## config.mk

```make
export PLATFORM = sky130hd
export DESIGN_NAME = core_top
export DESIGN_NICKNAME = d
export VERILOG_FILES = /design/src/pkg/core_pkg.sv /design/src/pkg/alu_if.sv /design/src/exec_alu.sv /design/src/core_top.sv
export SDC_FILE = /design/constraint.sdc
export NUM_CORES = 2
export LEC_CHECK = 0
export BUFFER_PORTS_ARGS = -buffer_cell sky130_fd_sc_hd__buf_4
export CORE_UTILIZATION = 59
export DETAILED_ROUTE_END_ITERATION = 12
export GPL_TIMING_DRIVEN = 0
export PLACE_DENSITY = 0.72
export SETUP_SLACK_MARGIN = 0.15
export SLEW_MARGIN = 20
export SYNTH_ARGS = -nofsm -noshare
export SYNTH_HDL_FRONTEND = slang
export SYNTH_SLANG_ARGS = --single-unit
```

## constraint.sdc

```tcl
create_clock -name pclk -period 26.4 [get_ports pclk]
set_clock_uncertainty 0.2 [all_clocks]
set_input_delay 1.32 -clock pclk [delete_from_list [all_inputs] [get_ports pclk]]
set_output_delay 1.32 -clock pclk [all_outputs]
set_load 0.005 [all_outputs]
```

## src/pkg/core_pkg.sv

```systemverilog
// Purpose: shared constants and types of the 14-bit instruction core
// Assumes: 32-bit apb, byte addressed, one word per register
// Notes:   file and bus maps are fixed here, nowhere else
package core_pkg;
  localparam int WORD_W  = 14;
  localparam int DATA_W  = 8;
  localparam int FADDR_W = 7;
  localparam int PC_W    = 13;
  localparam int JUMP_W  = 11;
  localparam int PHASES  = 4;   // oscillator periods per cycle
  localparam int STACK_D = 8;
  localparam int FILE_D  = 128;
  // apb register byte offsets
  localparam logic [7:0] A_CTRL = 8'h00;
  localparam logic [7:0] A_ACC  = 8'h04;
  localparam logic [7:0] A_STAT = 8'h08;
  localparam logic [7:0] A_PC   = 8'h0c;
  // control and status bit positions
  localparam int B_RUN = 0;
  localparam int B_PSA = 1;
  localparam int B_C   = 0;
  localparam int B_DC  = 1;
  localparam int B_Z   = 2;
  localparam int B_PD  = 3;
  localparam int B_TO  = 4;
  // special file addresses
  localparam logic [6:0] F_TIMER_ZERO_COUNT = 7'h01;
  localparam logic [6:0] F_STAT = 7'h03;
  localparam logic [6:0] F_PORT = 7'h05;
  // instruction field positions
  localparam int D_POS   = 7;
  localparam int CLS_LO  = 12;
  localparam int OP_LO   = 8;
  localparam int BS_LO   = 7;
  localparam int BSUB_LO = 10;
  localparam int J_SEL   = 11;
  // instruction classes
  localparam logic [1:0] CLS_BYTE = 2'h0;
  localparam logic [1:0] CLS_BIT  = 2'h1;
  localparam logic [1:0] CLS_JMP  = 2'h2;
  // byte opcodes
  localparam logic [3:0] OP_MOVW = 4'h0;
  localparam logic [3:0] OP_CLR  = 4'h1;
  localparam logic [3:0] OP_SUB  = 4'h2;
  localparam logic [3:0] OP_DEC  = 4'h3;
  localparam logic [3:0] OP_IOR  = 4'h4;
  localparam logic [3:0] OP_AND  = 4'h5;
  localparam logic [3:0] OP_XOR  = 4'h6;
  localparam logic [3:0] OP_ADD  = 4'h7;
  localparam logic [3:0] OP_MOV  = 4'h8;
  localparam logic [3:0] OP_COM  = 4'h9;
  localparam logic [3:0] OP_INC  = 4'ha;
  localparam logic [3:0] OP_DECS = 4'hb;
  localparam logic [3:0] OP_RR   = 4'hc;
  localparam logic [3:0] OP_RL   = 4'hd;
  localparam logic [3:0] OP_SWAP = 4'he;
  localparam logic [3:0] OP_INCS = 4'hf;
  // literal opcodes
  localparam logic [3:0] L_OR  = 4'h8;
  localparam logic [3:0] L_AND = 4'h9;
  localparam logic [3:0] L_XOR = 4'ha;
  // fixed control words, low byte with upper bits zero
  localparam logic [7:0] W_RET   = 8'h08;
  localparam logic [7:0] W_RETI  = 8'h09;
  localparam logic [7:0] W_SLEEP = 8'h63;
  localparam logic [7:0] W_WDT   = 8'h64;
  typedef enum logic [3:0] {
    ALU_ADD, ALU_SUB, ALU_AND, ALU_OR, ALU_XOR, ALU_PA, ALU_PB,
    ALU_COM, ALU_INC, ALU_DEC, ALU_RL, ALU_RR, ALU_SWAP, ALU_CLR
  } alu_op_type;
  typedef enum logic [2:0] {
    ST_HALT  = 3'b001,
    ST_RUN   = 3'b010,
    ST_SLEEP = 3'b100
  } core_state_type;
endpackage : core_pkg

```

## src/pkg/alu_if.sv

```systemverilog
// Purpose: operand and result bundle between core and alu
// Assumes: purely combinational alu
// Notes:   a is file or literal, b is the accumulator
`timescale 1ns/100ps
`default_nettype none
interface alu_if;
  core_pkg::alu_op_type op;
  logic [7:0]           a;
  logic [7:0]           b;
  logic                 cin;
  logic [7:0]           y;
  logic                 cout;
  logic                 dcout;
  logic                 zero;
  modport core (output op, a, b, cin, input y, cout, dcout, zero);
  modport alu  (input op, a, b, cin, output y, cout, dcout, zero);
endinterface : alu_if
`default_nettype wire

```

## src/exec_alu.sv

```systemverilog
// Purpose: eight-bit arithmetic and logic unit of the core
// Assumes: subtract means a minus b, carry set when no borrow
// Notes:   digit carry always comes from the adder
`timescale 1ns/100ps
`default_nettype none
module exec_alu (
  alu_if.alu u
);
  logic       sub;
  logic [7:0] bx;
  logic [8:0] sum;
  logic [4:0] nib;
  // subtract as a plus inverted b plus one
  assign sub = (u.op == core_pkg::ALU_SUB);
  assign bx  = sub ? ~u.b : u.b;
  assign sum = {1'h0, u.a} + {1'h0, bx} + {8'h00, sub};
  assign nib = {1'h0, u.a[3:0]} + {1'h0, bx[3:0]} + {4'h0, sub};
  // result and carry selection
  always_comb begin
    u.y    = sum[7:0];
    u.cout = u.cin;
    case (u.op)
      core_pkg::ALU_ADD,
      core_pkg::ALU_SUB:  u.cout = sum[8];
      core_pkg::ALU_AND:  u.y = u.a & u.b;
      core_pkg::ALU_OR:   u.y = u.a | u.b;
      core_pkg::ALU_XOR:  u.y = u.a ^ u.b;
      core_pkg::ALU_PA:   u.y = u.a;
      core_pkg::ALU_PB:   u.y = u.b;
      core_pkg::ALU_COM:  u.y = ~u.a;
      core_pkg::ALU_INC:  u.y = u.a + 8'h01;
      core_pkg::ALU_DEC:  u.y = u.a - 8'h01;
      core_pkg::ALU_RL: begin
        u.y    = {u.a[6:0], u.cin};
        u.cout = u.a[7];
      end
      core_pkg::ALU_RR: begin
        u.y    = {u.cin, u.a[7:1]};
        u.cout = u.a[0];
      end
      core_pkg::ALU_SWAP: u.y = {u.a[3:0], u.a[7:4]};
      core_pkg::ALU_CLR:  u.y = 8'h00;
      default:            u.y = sum[7:0];
    endcase
  end
  assign u.dcout = nib[4];
  assign u.zero  = (u.y == 8'h00);
endmodule : exec_alu
`default_nettype wire

```

## src/core_top.sv

```systemverilog
// Purpose: 14-bit word instruction decoder and executor with apb
// Assumes: program memory answers pm_word for pm_addr combinationally
// Notes:   one instruction cycle is four pclk periods
// How it works
// - file operands are always read before modify and store.
// - destination bit low writes accumulator, high writes file.
// - file field is seven bits, 0x00 to 0x7f.
// - three-bit field picks one bit of an eight-bit file.
// - don't-care bits never change the decoded operation.
// - rotate left and right through carry, only carry changes.
// - skipping decrement and increment skip next on zero, no flags.
// - or, xor, and of accumulator with file update only zero.
// - bit test skips next instruction when bit is clear.
// - bit test skips next instruction when bit is set.
// - add and subtract literal update carry, digit carry, zero.
// - or, xor, and literal with accumulator update only zero.
// - load literal, or load literal and return in two cycles.
// - standby and watchdog clear words update timeout, powerdown.
// - pc change or true test costs a second cycle as bubble.
// - port file reads take the pin levels, not the latch.
// - file write to timer zero clears prescaler when assigned.
// - instruction cycle is four clocks, one or two per instruction.
// - literals are eight bits, jump targets eleven bits.
`timescale 1ns/100ps
`default_nettype none
module core_top #(
  parameter int STACK_D = core_pkg::STACK_D
) (
  input  wire logic        pclk,
  input  wire logic        presetn,
  input  wire logic        psel,
  input  wire logic        penable,
  input  wire logic        pwrite,
  input  wire logic [7:0]  paddr,
  input  wire logic [31:0] pwdata,
  output var  logic [31:0] prdata,
  output var  logic        pready,
  output var  logic        pslverr,
  output var  logic [12:0] pm_addr,
  input  wire logic [13:0] pm_word,
  input  wire logic [7:0]  port_pins,
  output var  logic [7:0]  port_latch,
  output var  logic        prescaler_clear,
  output var  logic        watchdog_clear,
  output var  logic        standby
);
  localparam int SP_W = $clog2(STACK_D);

  core_pkg::core_state_type state_r, state_nxt;
  logic [1:0]  q_r;
  logic        tick, exec, bub_step;
  logic        bubble_r, bubble_inc_r;
  logic [12:0] pc_r, pc_nxt, pc_inc;
  logic [7:0]  acc_r, acc_nxt;
  logic        c_r, dc_r, z_r, to_r, pd_r;
  logic        c_nxt, dc_nxt, z_nxt;
  logic [1:0]  ctrl_r;
  logic [7:0]  timer_zero_count_r;
  logic [7:0]  ram [core_pkg::FILE_D];
  logic [12:0] stk [STACK_D];
  logic [SP_W-1:0] sp_r, sp_dec;

  // instruction fields
  logic [1:0]  cls, bsub;
  logic [3:0]  bop;
  logic        dbit;
  logic [6:0]  faddr;
  logic [2:0]  bsel;
  logic [7:0]  lit, fval, bmask, bres, fres;
  logic [10:0] jaddr;
  // decode results
  core_pkg::alu_op_type op;
  logic use_lit, wr_f, wr_w, up_c, up_dc, up_z;
  logic sk_zero, sk_bit, jmp, call, ret, slp, wdt, bitw;
  logic skip_take, f_is_ram, f_wr_ram, tmr_hit;
  // bus decode
  logic apb_done, bus_wr, hit_ctrl, hit_acc, hit_stat, hit_pc;
  logic mapped;
  logic [31:0] rd_mux;

  alu_if u_if ();

  exec_alu u_alu (
    .u (u_if.alu)
  );

  // instruction cycle strobe, every fourth clock
  assign tick     = (q_r == 2'(core_pkg::PHASES - 1));
  assign exec     = tick && (state_r == core_pkg::ST_RUN) && !bubble_r;
  assign bub_step = tick && (state_r == core_pkg::ST_RUN) && bubble_r;

  // field extraction
  assign cls   = pm_word[core_pkg::CLS_LO +: 2];
  assign bop   = pm_word[core_pkg::OP_LO +: 4];
  assign dbit  = pm_word[core_pkg::D_POS];
  assign faddr = pm_word[core_pkg::FADDR_W-1:0];
  assign bsel  = pm_word[core_pkg::BS_LO +: 3];
  assign bsub  = pm_word[core_pkg::BSUB_LO +: 2];
  assign lit   = pm_word[core_pkg::DATA_W-1:0];
  assign jaddr = pm_word[core_pkg::JUMP_W-1:0];

  // file read, pins stand in for the port latch
  assign f_is_ram = (faddr != core_pkg::F_TIMER_ZERO_COUNT) &&
                    (faddr != core_pkg::F_STAT) &&
                    (faddr != core_pkg::F_PORT);
  assign fval = (faddr == core_pkg::F_TIMER_ZERO_COUNT) ? timer_zero_count_r :
                (faddr == core_pkg::F_PORT) ? port_pins :
                (faddr == core_pkg::F_STAT) ?
                  {3'h0, to_r, pd_r, z_r, dc_r, c_r} :
                ram[faddr];

  // bit operations on the value just read
  assign bmask = 8'h01 << bsel;
  assign bres  = bsub[0] ? (fval | bmask) : (fval & ~bmask);
  assign fres  = bitw ? bres : u_if.y;

  // alu operands
  assign u_if.op  = op;
  assign u_if.a   = use_lit ? lit : fval;
  assign u_if.b   = acc_r;
  assign u_if.cin = c_r;

  // instruction decode; unlisted bit patterns are ignored
  always_comb begin
    op = core_pkg::ALU_PA; use_lit = 1'h0; wr_f = 1'h0; wr_w = 1'h0;
    up_c = 1'h0; up_dc = 1'h0; up_z = 1'h0; sk_zero = 1'h0;
    sk_bit = 1'h0; jmp = 1'h0; call = 1'h0; ret = 1'h0;
    slp = 1'h0; wdt = 1'h0; bitw = 1'h0;
    case (cls)
      core_pkg::CLS_BYTE: begin
        wr_f = dbit;
        wr_w = !dbit;
        up_z = 1'h1;
        case (bop)
          core_pkg::OP_MOVW: begin
            up_z = 1'h0;
            wr_w = 1'h0;
            op   = core_pkg::ALU_PB;
            ret  = !dbit && (pm_word[7:0] == core_pkg::W_RET ||
                             pm_word[7:0] == core_pkg::W_RETI);
            slp  = !dbit && (pm_word[7:0] == core_pkg::W_SLEEP);
            wdt  = !dbit && (pm_word[7:0] == core_pkg::W_WDT);
          end
          core_pkg::OP_CLR:  op = core_pkg::ALU_CLR;
          core_pkg::OP_SUB: begin
            op = core_pkg::ALU_SUB;
            up_c = 1'h1;
            up_dc = 1'h1;
          end
          core_pkg::OP_ADD: begin
            op = core_pkg::ALU_ADD;
            up_c = 1'h1;
            up_dc = 1'h1;
          end
          core_pkg::OP_DEC:  op = core_pkg::ALU_DEC;
          core_pkg::OP_INC:  op = core_pkg::ALU_INC;
          core_pkg::OP_IOR:  op = core_pkg::ALU_OR;
          core_pkg::OP_AND:  op = core_pkg::ALU_AND;
          core_pkg::OP_XOR:  op = core_pkg::ALU_XOR;
          core_pkg::OP_MOV:  op = core_pkg::ALU_PA;
          core_pkg::OP_COM:  op = core_pkg::ALU_COM;
          core_pkg::OP_DECS, core_pkg::OP_INCS: begin
            op = (bop == core_pkg::OP_DECS) ? core_pkg::ALU_DEC :
                                              core_pkg::ALU_INC;
            up_z = 1'h0;
            sk_zero = 1'h1;
          end
          core_pkg::OP_RR, core_pkg::OP_RL: begin
            op = (bop == core_pkg::OP_RL) ? core_pkg::ALU_RL :
                                            core_pkg::ALU_RR;
            up_z = 1'h0;
            up_c = 1'h1;
          end
          core_pkg::OP_SWAP: begin
            op = core_pkg::ALU_SWAP;
            up_z = 1'h0;
          end
          default: up_z = 1'h0;
        endcase
      end
      core_pkg::CLS_BIT: begin
        bitw   = !bsub[1];
        wr_f   = !bsub[1];
        sk_bit = bsub[1];
      end
      core_pkg::CLS_JMP: begin
        jmp  = pm_word[core_pkg::J_SEL];
        call = !pm_word[core_pkg::J_SEL];
      end
      default: begin
        use_lit = 1'h1;
        wr_w = 1'h1;
        up_z = 1'h1;
        case (bop[3:2])
          2'h0: up_z = 1'h0;
          2'h1: begin
            up_z = 1'h0;
            ret  = 1'h1;
          end
          2'h3: begin
            op = bop[1] ? core_pkg::ALU_ADD :
                          core_pkg::ALU_SUB;
            up_c = 1'h1;
            up_dc = 1'h1;
          end
          default: begin
            case (bop)
              core_pkg::L_OR:  op = core_pkg::ALU_OR;
              core_pkg::L_AND: op = core_pkg::ALU_AND;
              core_pkg::L_XOR: op = core_pkg::ALU_XOR;
              default: begin
                wr_w = 1'h0;
                up_z = 1'h0;
              end
            endcase
          end
        endcase
      end
    endcase
  end

  // skip decisions and write targets
  assign skip_take = (sk_zero && u_if.zero) ||
                     (sk_bit && (fval[bsel] == bsub[0]));
  assign f_wr_ram = exec && wr_f && f_is_ram;
  assign tmr_hit  = exec && wr_f && (faddr == core_pkg::F_TIMER_ZERO_COUNT);
  assign pc_inc   = pc_r + 13'h0001;
  assign sp_dec   = sp_r - SP_W'(1);

  // next program counter, bubble cycles hold or step it
  assign pc_nxt = bub_step ? (bubble_inc_r ? pc_inc : pc_r) :
                  !exec ? pc_r :
                  (jmp || call) ? {pc_r[12:11], jaddr} :
                  ret ? stk[sp_dec] :
                  pc_inc;

  // bus decode, zero wait answer
  assign apb_done = psel && penable && pready;
  assign bus_wr   = apb_done && pwrite;
  assign hit_ctrl = (paddr == core_pkg::A_CTRL);
  assign hit_acc  = (paddr == core_pkg::A_ACC);
  assign hit_stat = (paddr == core_pkg::A_STAT);
  assign hit_pc   = (paddr == core_pkg::A_PC);
  assign mapped   = hit_ctrl || hit_acc || hit_stat || hit_pc;
  assign rd_mux = hit_ctrl ? {30'h0, ctrl_r} :
                  hit_acc  ? {24'h0, acc_r} :
                  hit_stat ? {27'h0, to_r, pd_r, z_r, dc_r, c_r} :
                  hit_pc   ? {19'h0, pc_r} : 32'h0;

  // accumulator: bus write wins over the executing instruction
  assign acc_nxt = (bus_wr && hit_acc) ? pwdata[7:0] :
                   (exec && wr_w) ? u_if.y : acc_r;

  // arithmetic flags: flag updates win over a status file write
  assign c_nxt  = (exec && up_c) ? u_if.cout :
                  (exec && wr_f && faddr == core_pkg::F_STAT) ?
                    fres[core_pkg::B_C] : c_r;
  assign dc_nxt = (exec && up_dc) ? u_if.dcout :
                  (exec && wr_f && faddr == core_pkg::F_STAT) ?
                    fres[core_pkg::B_DC] : dc_r;
  assign z_nxt  = (exec && up_z) ? u_if.zero :
                  (exec && wr_f && faddr == core_pkg::F_STAT) ?
                    fres[core_pkg::B_Z] : z_r;

  // run state follows control writes and standby entry
  assign state_nxt =
    (bus_wr && hit_ctrl) ?
      (pwdata[core_pkg::B_RUN] ? core_pkg::ST_RUN : core_pkg::ST_HALT) :
    (exec && slp) ? core_pkg::ST_SLEEP : state_r;

  // phase counter
  always_ff @(posedge pclk or negedge presetn) begin
    if (!presetn) q_r <= 2'h0;
    else          q_r <= q_r + 2'h1;
  end

  // sequencing state
  always_ff @(posedge pclk or negedge presetn) begin
    if (!presetn) begin
      state_r      <= core_pkg::ST_HALT;
      pc_r         <= 13'h0000;
      bubble_r     <= 1'h0;
      bubble_inc_r <= 1'h0;
      sp_r         <= '0;
    end else begin
      state_r <= state_nxt;
      pc_r    <= pc_nxt;
      if (bub_step) bubble_r <= 1'h0;
      else if (exec) begin
        bubble_r     <= jmp || call || ret || skip_take;
        bubble_inc_r <= skip_take;
      end
      if (exec && call)     sp_r <= sp_r + SP_W'(1);
      else if (exec && ret) sp_r <= sp_dec;
    end
  end

  // return stack, circular on overflow
  always_ff @(posedge pclk) begin
    if (exec && call) stk[sp_r] <= pc_inc;
  end

  // general purpose file memory
  always_ff @(posedge pclk) begin
    if (f_wr_ram) ram[faddr] <= fres;
  end

  // datapath registers
  always_ff @(posedge pclk or negedge presetn) begin
    if (!presetn) begin
      acc_r  <= 8'h00;
      c_r    <= 1'h0;
      dc_r   <= 1'h0;
      z_r    <= 1'h0;
      timer_zero_count_r <= 8'h00;
      port_latch <= 8'h00;
    end else begin
      acc_r <= acc_nxt;
      c_r   <= c_nxt;
      dc_r  <= dc_nxt;
      z_r   <= z_nxt;
      if (tmr_hit) timer_zero_count_r <= fres;
      if (exec && wr_f && faddr == core_pkg::F_PORT)
        port_latch <= fres;
    end
  end

  // timeout and powerdown status, side pulses
  always_ff @(posedge pclk or negedge presetn) begin
    if (!presetn) begin
      to_r <= 1'h1;
      pd_r <= 1'h1;
      standby <= 1'h0;
      watchdog_clear <= 1'h0;
      prescaler_clear <= 1'h0;
    end else begin
      if (exec && (slp || wdt)) begin
        to_r <= 1'h1;
        pd_r <= wdt;
      end
      standby <= (state_nxt == core_pkg::ST_SLEEP);
      watchdog_clear <= exec && (slp || wdt);
      prescaler_clear <= tmr_hit && ctrl_r[core_pkg::B_PSA];
    end
  end

  // apb slave registers
  always_ff @(posedge pclk or negedge presetn) begin
    if (!presetn) begin
      ctrl_r  <= 2'h0;
      pready  <= 1'h0;
      prdata  <= 32'h0;
      pslverr <= 1'h0;
    end else begin
      pready <= psel && !penable;
      if (psel && !penable) begin
        prdata  <= pwrite ? 32'h0 : rd_mux;
        pslverr <= !mapped;
      end
      if (bus_wr && hit_ctrl) ctrl_r <= pwdata[1:0];
    end
  end

  assign pm_addr = pc_r;
endmodule : core_top
`default_nettype wire

```

==> run summary <==
- crit share post-route: 0.356
- total wire length after detailed routing: 165000 um
- Max-Cap Viols: 0
- max frequency: 0.106 GHz
- critical-path cell list: buf_4, clkbuf_1, buf_1, clkbuf_1, o2111ai_1, a32oi_1, nand3_1, a31oi_1, buf_2, inv_1, ha_1, a21o_1, a21oi_1, o21ai_0, a21oi_1, xnor2_1, o21ai_0, mux2i_4, buf_16, buf_16, buf_16
- Synth-to-Final Area Change: 13.9%
- number of iterations in the first detailed-routing pass: 6
- Pwr per Cell Area: 78.6 nW/um2
- largest incremental delay on the critical path: 0.91 ns
- Gate Count Post-Synth: 2951
- post-synthesis sequential area ratio: 0.703
- library cell contributing the largest single delay on the critical path: sky130_fd_sc_hd__o21ai_0
- routed length per instance: 36.9 um
- number of buffers added on ports: 76
- startpoint type of the worst setup path: input pin
- CTS H-tree depth: 3
- post-DR vias/cell: 7.03
- post-cts repair resize count: 0
- cell row count: 107
- Tightest Pin Transition: 1.34 ns
- # DRC: 0
- post-route cell area: 57800 um2
- final count of hold timing violations: 0
- WP buf/inv: 9
- chip width: 295 um
- leakage power of the design: 19.2 nW
- die outline height: 295 um
- critical path required time: 26.64 ns
- number of hold buffers added after cts: 0
- most frequent cells in the layout: sky130_fd_sc_hd__edfxtp_1, sky130_fd_sc_hd__mux4_2, sky130_fd_sc_hd__nor2_1
- synthesis warning total: 0
- fraction of layout cells with a size suffix above 1: 0.218
- First DRT Iteration DRCs: 4697
- leading cell type in the layout, fill and taps excluded: sky130_fd_sc_hd__edfxtp_1
- number of primary I/O pins: 125
- post-synthesis register bit count: 1199
- critical path's top delay family: buffers and inverters
- initial core utilization: 0.596
- first-pass GRT wire length: 229000 um
- Crit Path Max Fanout: 24
- RePlAce Congestion: 1.07
- Post-CTS Setup Bufs: 0
- status: finished clean
- final number of max-transition violations: 0
- clock tree from TritonCTS: yes
- Die ar.: 87200 um2
- antenna viol nets, final: 0
- normalized max-slew margin: 0.107
- cts bufs inserted: 114
- total congestion overflow: 0
- Worst EP arrival: 9.64 ns
- time the final worst path needs with I/O delays and setup: 9.40 ns
- cell chosen for the clock root: sky130_fd_sc_hd__clkbuf_16
- net count reported at finish: 3328
- pin count of the biggest net entering global routing: 72
- Hold Crit Class: reg -> reg
- number of setup violations in the final report: 0
- Worst-Skew Late Latency: 0.71 ns
- global router's overall resource usage: 0.384
- Placed Instance Area: 54000 um2
- number of different library cells in the post-synthesis netlist: 87
- worst setup slack for register-to-register paths: 18.99 ns
- clock slew at the register clock pins of the worst setup and hold paths: 0.06 ns
- Core Area: 85100 um2
- FFs w/ async S/R, synth: 0.0592
- area of the mapped netlist: 50700 um2
- initial antenna violation count: 2
- accumulated negative setup slack: 0 ns
- critical path start-end classification: in -> reg
- DP HPWL: 111000 um
- vias in the first global route: 30500
- CP dominant cell by count: sky130_fd_sc_hd__buf_16
- unrepaired setup endpoints after global routing: no
- clock tree sinks: 1199
- clock tree buffer depth: 3
- Post-synth EDFFs: 1128
- Top FF cell, synth: sky130_fd_sc_hd__edfxtp_1
- endpoint kind of the worst setup timing path: flop
- worst ir drop on vdd: 0.0707 mV
- via count: 31400
- Post-Syn Area per Cell: 17.2 um2
[Yosys cell counts (5+ instances only)]
| cell type | n | share of area |
|---|---|---|
| sky130_fd_sc_hd__nand3b_1 | 6 | 0.00089 |
| sky130_fd_sc_hd__buf_4 | 28 | 0.0041 |
| sky130_fd_sc_hd__buf_6 | 20 | 0.0044 |
| sky130_fd_sc_hd__xor2_1 | 6 | 0.0010 |
| sky130_fd_sc_hd__o31ai_1 | 14 | 0.0021 |
| sky130_fd_sc_hd__buf_1 | 18 | 0.0013 |
| sky130_fd_sc_hd__mux2_2 | 30 | 0.0067 |
| sky130_fd_sc_hd__nand2_1 | 191 | 0.014 |
| sky130_fd_sc_hd__o21ai_0 | 69 | 0.0068 |
| sky130_fd_sc_hd__nor3_1 | 31 | 0.0031 |
| sky130_fd_sc_hd__o211ai_1 | 26 | 0.0038 |
| sky130_fd_sc_hd__ha_1 | 33 | 0.0081 |
| sky130_fd_sc_hd__a211oi_1 | 12 | 0.0018 |
| sky130_fd_sc_hd__nor2_1 | 230 | 0.017 |
| sky130_fd_sc_hd__o31a_1 | 5 | 0.00086 |
| sky130_fd_sc_hd__a21o_1 | 6 | 0.00089 |
| sky130_fd_sc_hd__o21a_1 | 14 | 0.0021 |
| sky130_fd_sc_hd__and3_1 | 13 | 0.0016 |
| sky130_fd_sc_hd__nand3_1 | 41 | 0.0040 |
| sky130_fd_sc_hd__and2_1 | 14 | 0.0017 |
| sky130_fd_sc_hd__a22o_1 | 10 | 0.0017 |
| sky130_fd_sc_hd__nand2b_1 | 7 | 0.00086 |
| sky130_fd_sc_hd__or2_2 | 5 | 0.00062 |
| sky130_fd_sc_hd__clkbuf_1 | 95 | 0.0070 |
| sky130_fd_sc_hd__nor2b_1 | 25 | 0.0031 |
| sky130_fd_sc_hd__a221oi_1 | 11 | 0.0019 |
| sky130_fd_sc_hd__nor3b_1 | 5 | 0.00074 |
| sky130_fd_sc_hd__nor4_1 | 10 | 0.0012 |
| sky130_fd_sc_hd__o2111ai_1 | 9 | 0.0016 |
| sky130_fd_sc_hd__or3_1 | 5 | 0.00062 |
| sky130_fd_sc_hd__buf_2 | 29 | 0.0029 |
| sky130_fd_sc_hd__and4_1 | 5 | 0.00086 |
| sky130_fd_sc_hd__a21oi_1 | 79 | 0.0078 |
| sky130_fd_sc_hd__nand4_1 | 17 | 0.0021 |
| sky130_fd_sc_hd__inv_1 | 45 | 0.0033 |
| sky130_fd_sc_hd__mux2i_1 | 131 | 0.026 |
| sky130_fd_sc_hd__edfxtp_1 | 1128 | 0.67 |
| sky130_fd_sc_hd__o21ai_1 | 5 | 0.00049 |
| sky130_fd_sc_hd__o22ai_1 | 21 | 0.0026 |
| sky130_fd_sc_hd__dfrtp_1 | 69 | 0.034 |
| sky130_fd_sc_hd__a32oi_1 | 14 | 0.0024 |
| sky130_fd_sc_hd__a31oi_1 | 22 | 0.0027 |
| sky130_fd_sc_hd__xnor2_1 | 33 | 0.0057 |
| sky130_fd_sc_hd__a22oi_1 | 22 | 0.0033 |
| sky130_fd_sc_hd__mux4_2 | 265 | 0.12 |
[kinds of logic after synthesis]
logic type | share of synthesized area
mux | 0.150
xor+xnor | 0.00673
simple gates | 0.0552
fa+ha+maj | 0.00853
other cells | 0.0000739
buf+inv | 0.0239
compound gates | 0.0528
flops | 0.703
[layout make-up]
type                       instances  area (um2)
inverter                          50         190
tap                             1144        1430
multi-input combinational       1553       14200
clock buffer                     150        3150
fill                            5629       27400
antenna                            3        7.51
timing repair buffer             118        1500
sequential                      1199       35700
clock inverter                    60         616
buffer                           191        1050
[power breakdown]
| part | leakage (nW) | switching, mW | internal [mW] |
|---|---|---|---|
| logic | 6.43 | 0.428 | 0.202 |
| clock network | 1.84 | 0.714 | 0.947 |
| registers | 11.0 | 0.00429 | 2.25 |
[flip-flops by register name (all words and copies together), names as in the netlist, 3 cells and up]
signal	count
stk	104
sp_r	3
timer_zero_count_r	8
prdata	13
pm_addr	13
state_r	3
acc_r	8
ram	1024
port_latch	8
[metal layers]
metal	track usage	vias to the layer above	wire, um
li1	-	12300	-
met1	0.508	16000	58000
met2	0.578	2571	74400
met3	0.0917	570	20100
met4	0.245	2	12400
met5	0	-	13
[per-stage QoR]
stage | utilization | hold WS, ns | power [mW] | instances | setup slack (ns)
floorplan | - | 0.201 | 2.60 | 2993 | 15.18
global placement | 0.621 | 0.213 | 2.85 | 4213 | 6.16
detailed placement | 0.634 | 0.237 | 2.90 | 4255 | 16.84
CTS | 0.678 | 0.247 | 4.52 | 4465 | 17.55
global route | 0.678 | 0.281 | 4.63 | 4465 | 17.23
finish | 0.679 | 0.241 | 4.54 | 4468 | 17.00
[path summary, 6_finish.rpt]
kind | startpoint | endpoint | cells after the start
min in group asynchronous | presetn | prdata[12] | 1
worst min-delay path | q_r[0] | q_r[0] | 1
max in group asynchronous | presetn | port_latch[0] | 1
worst min register to register | q_r[0] | q_r[0] | 1
worst max register to register | ram[34][2] | ram[58][5] | 19
worst max-delay path | pm_word[4] | ram[58][5] | 21
Note: power is estimated with default switching activity, not from simulation.
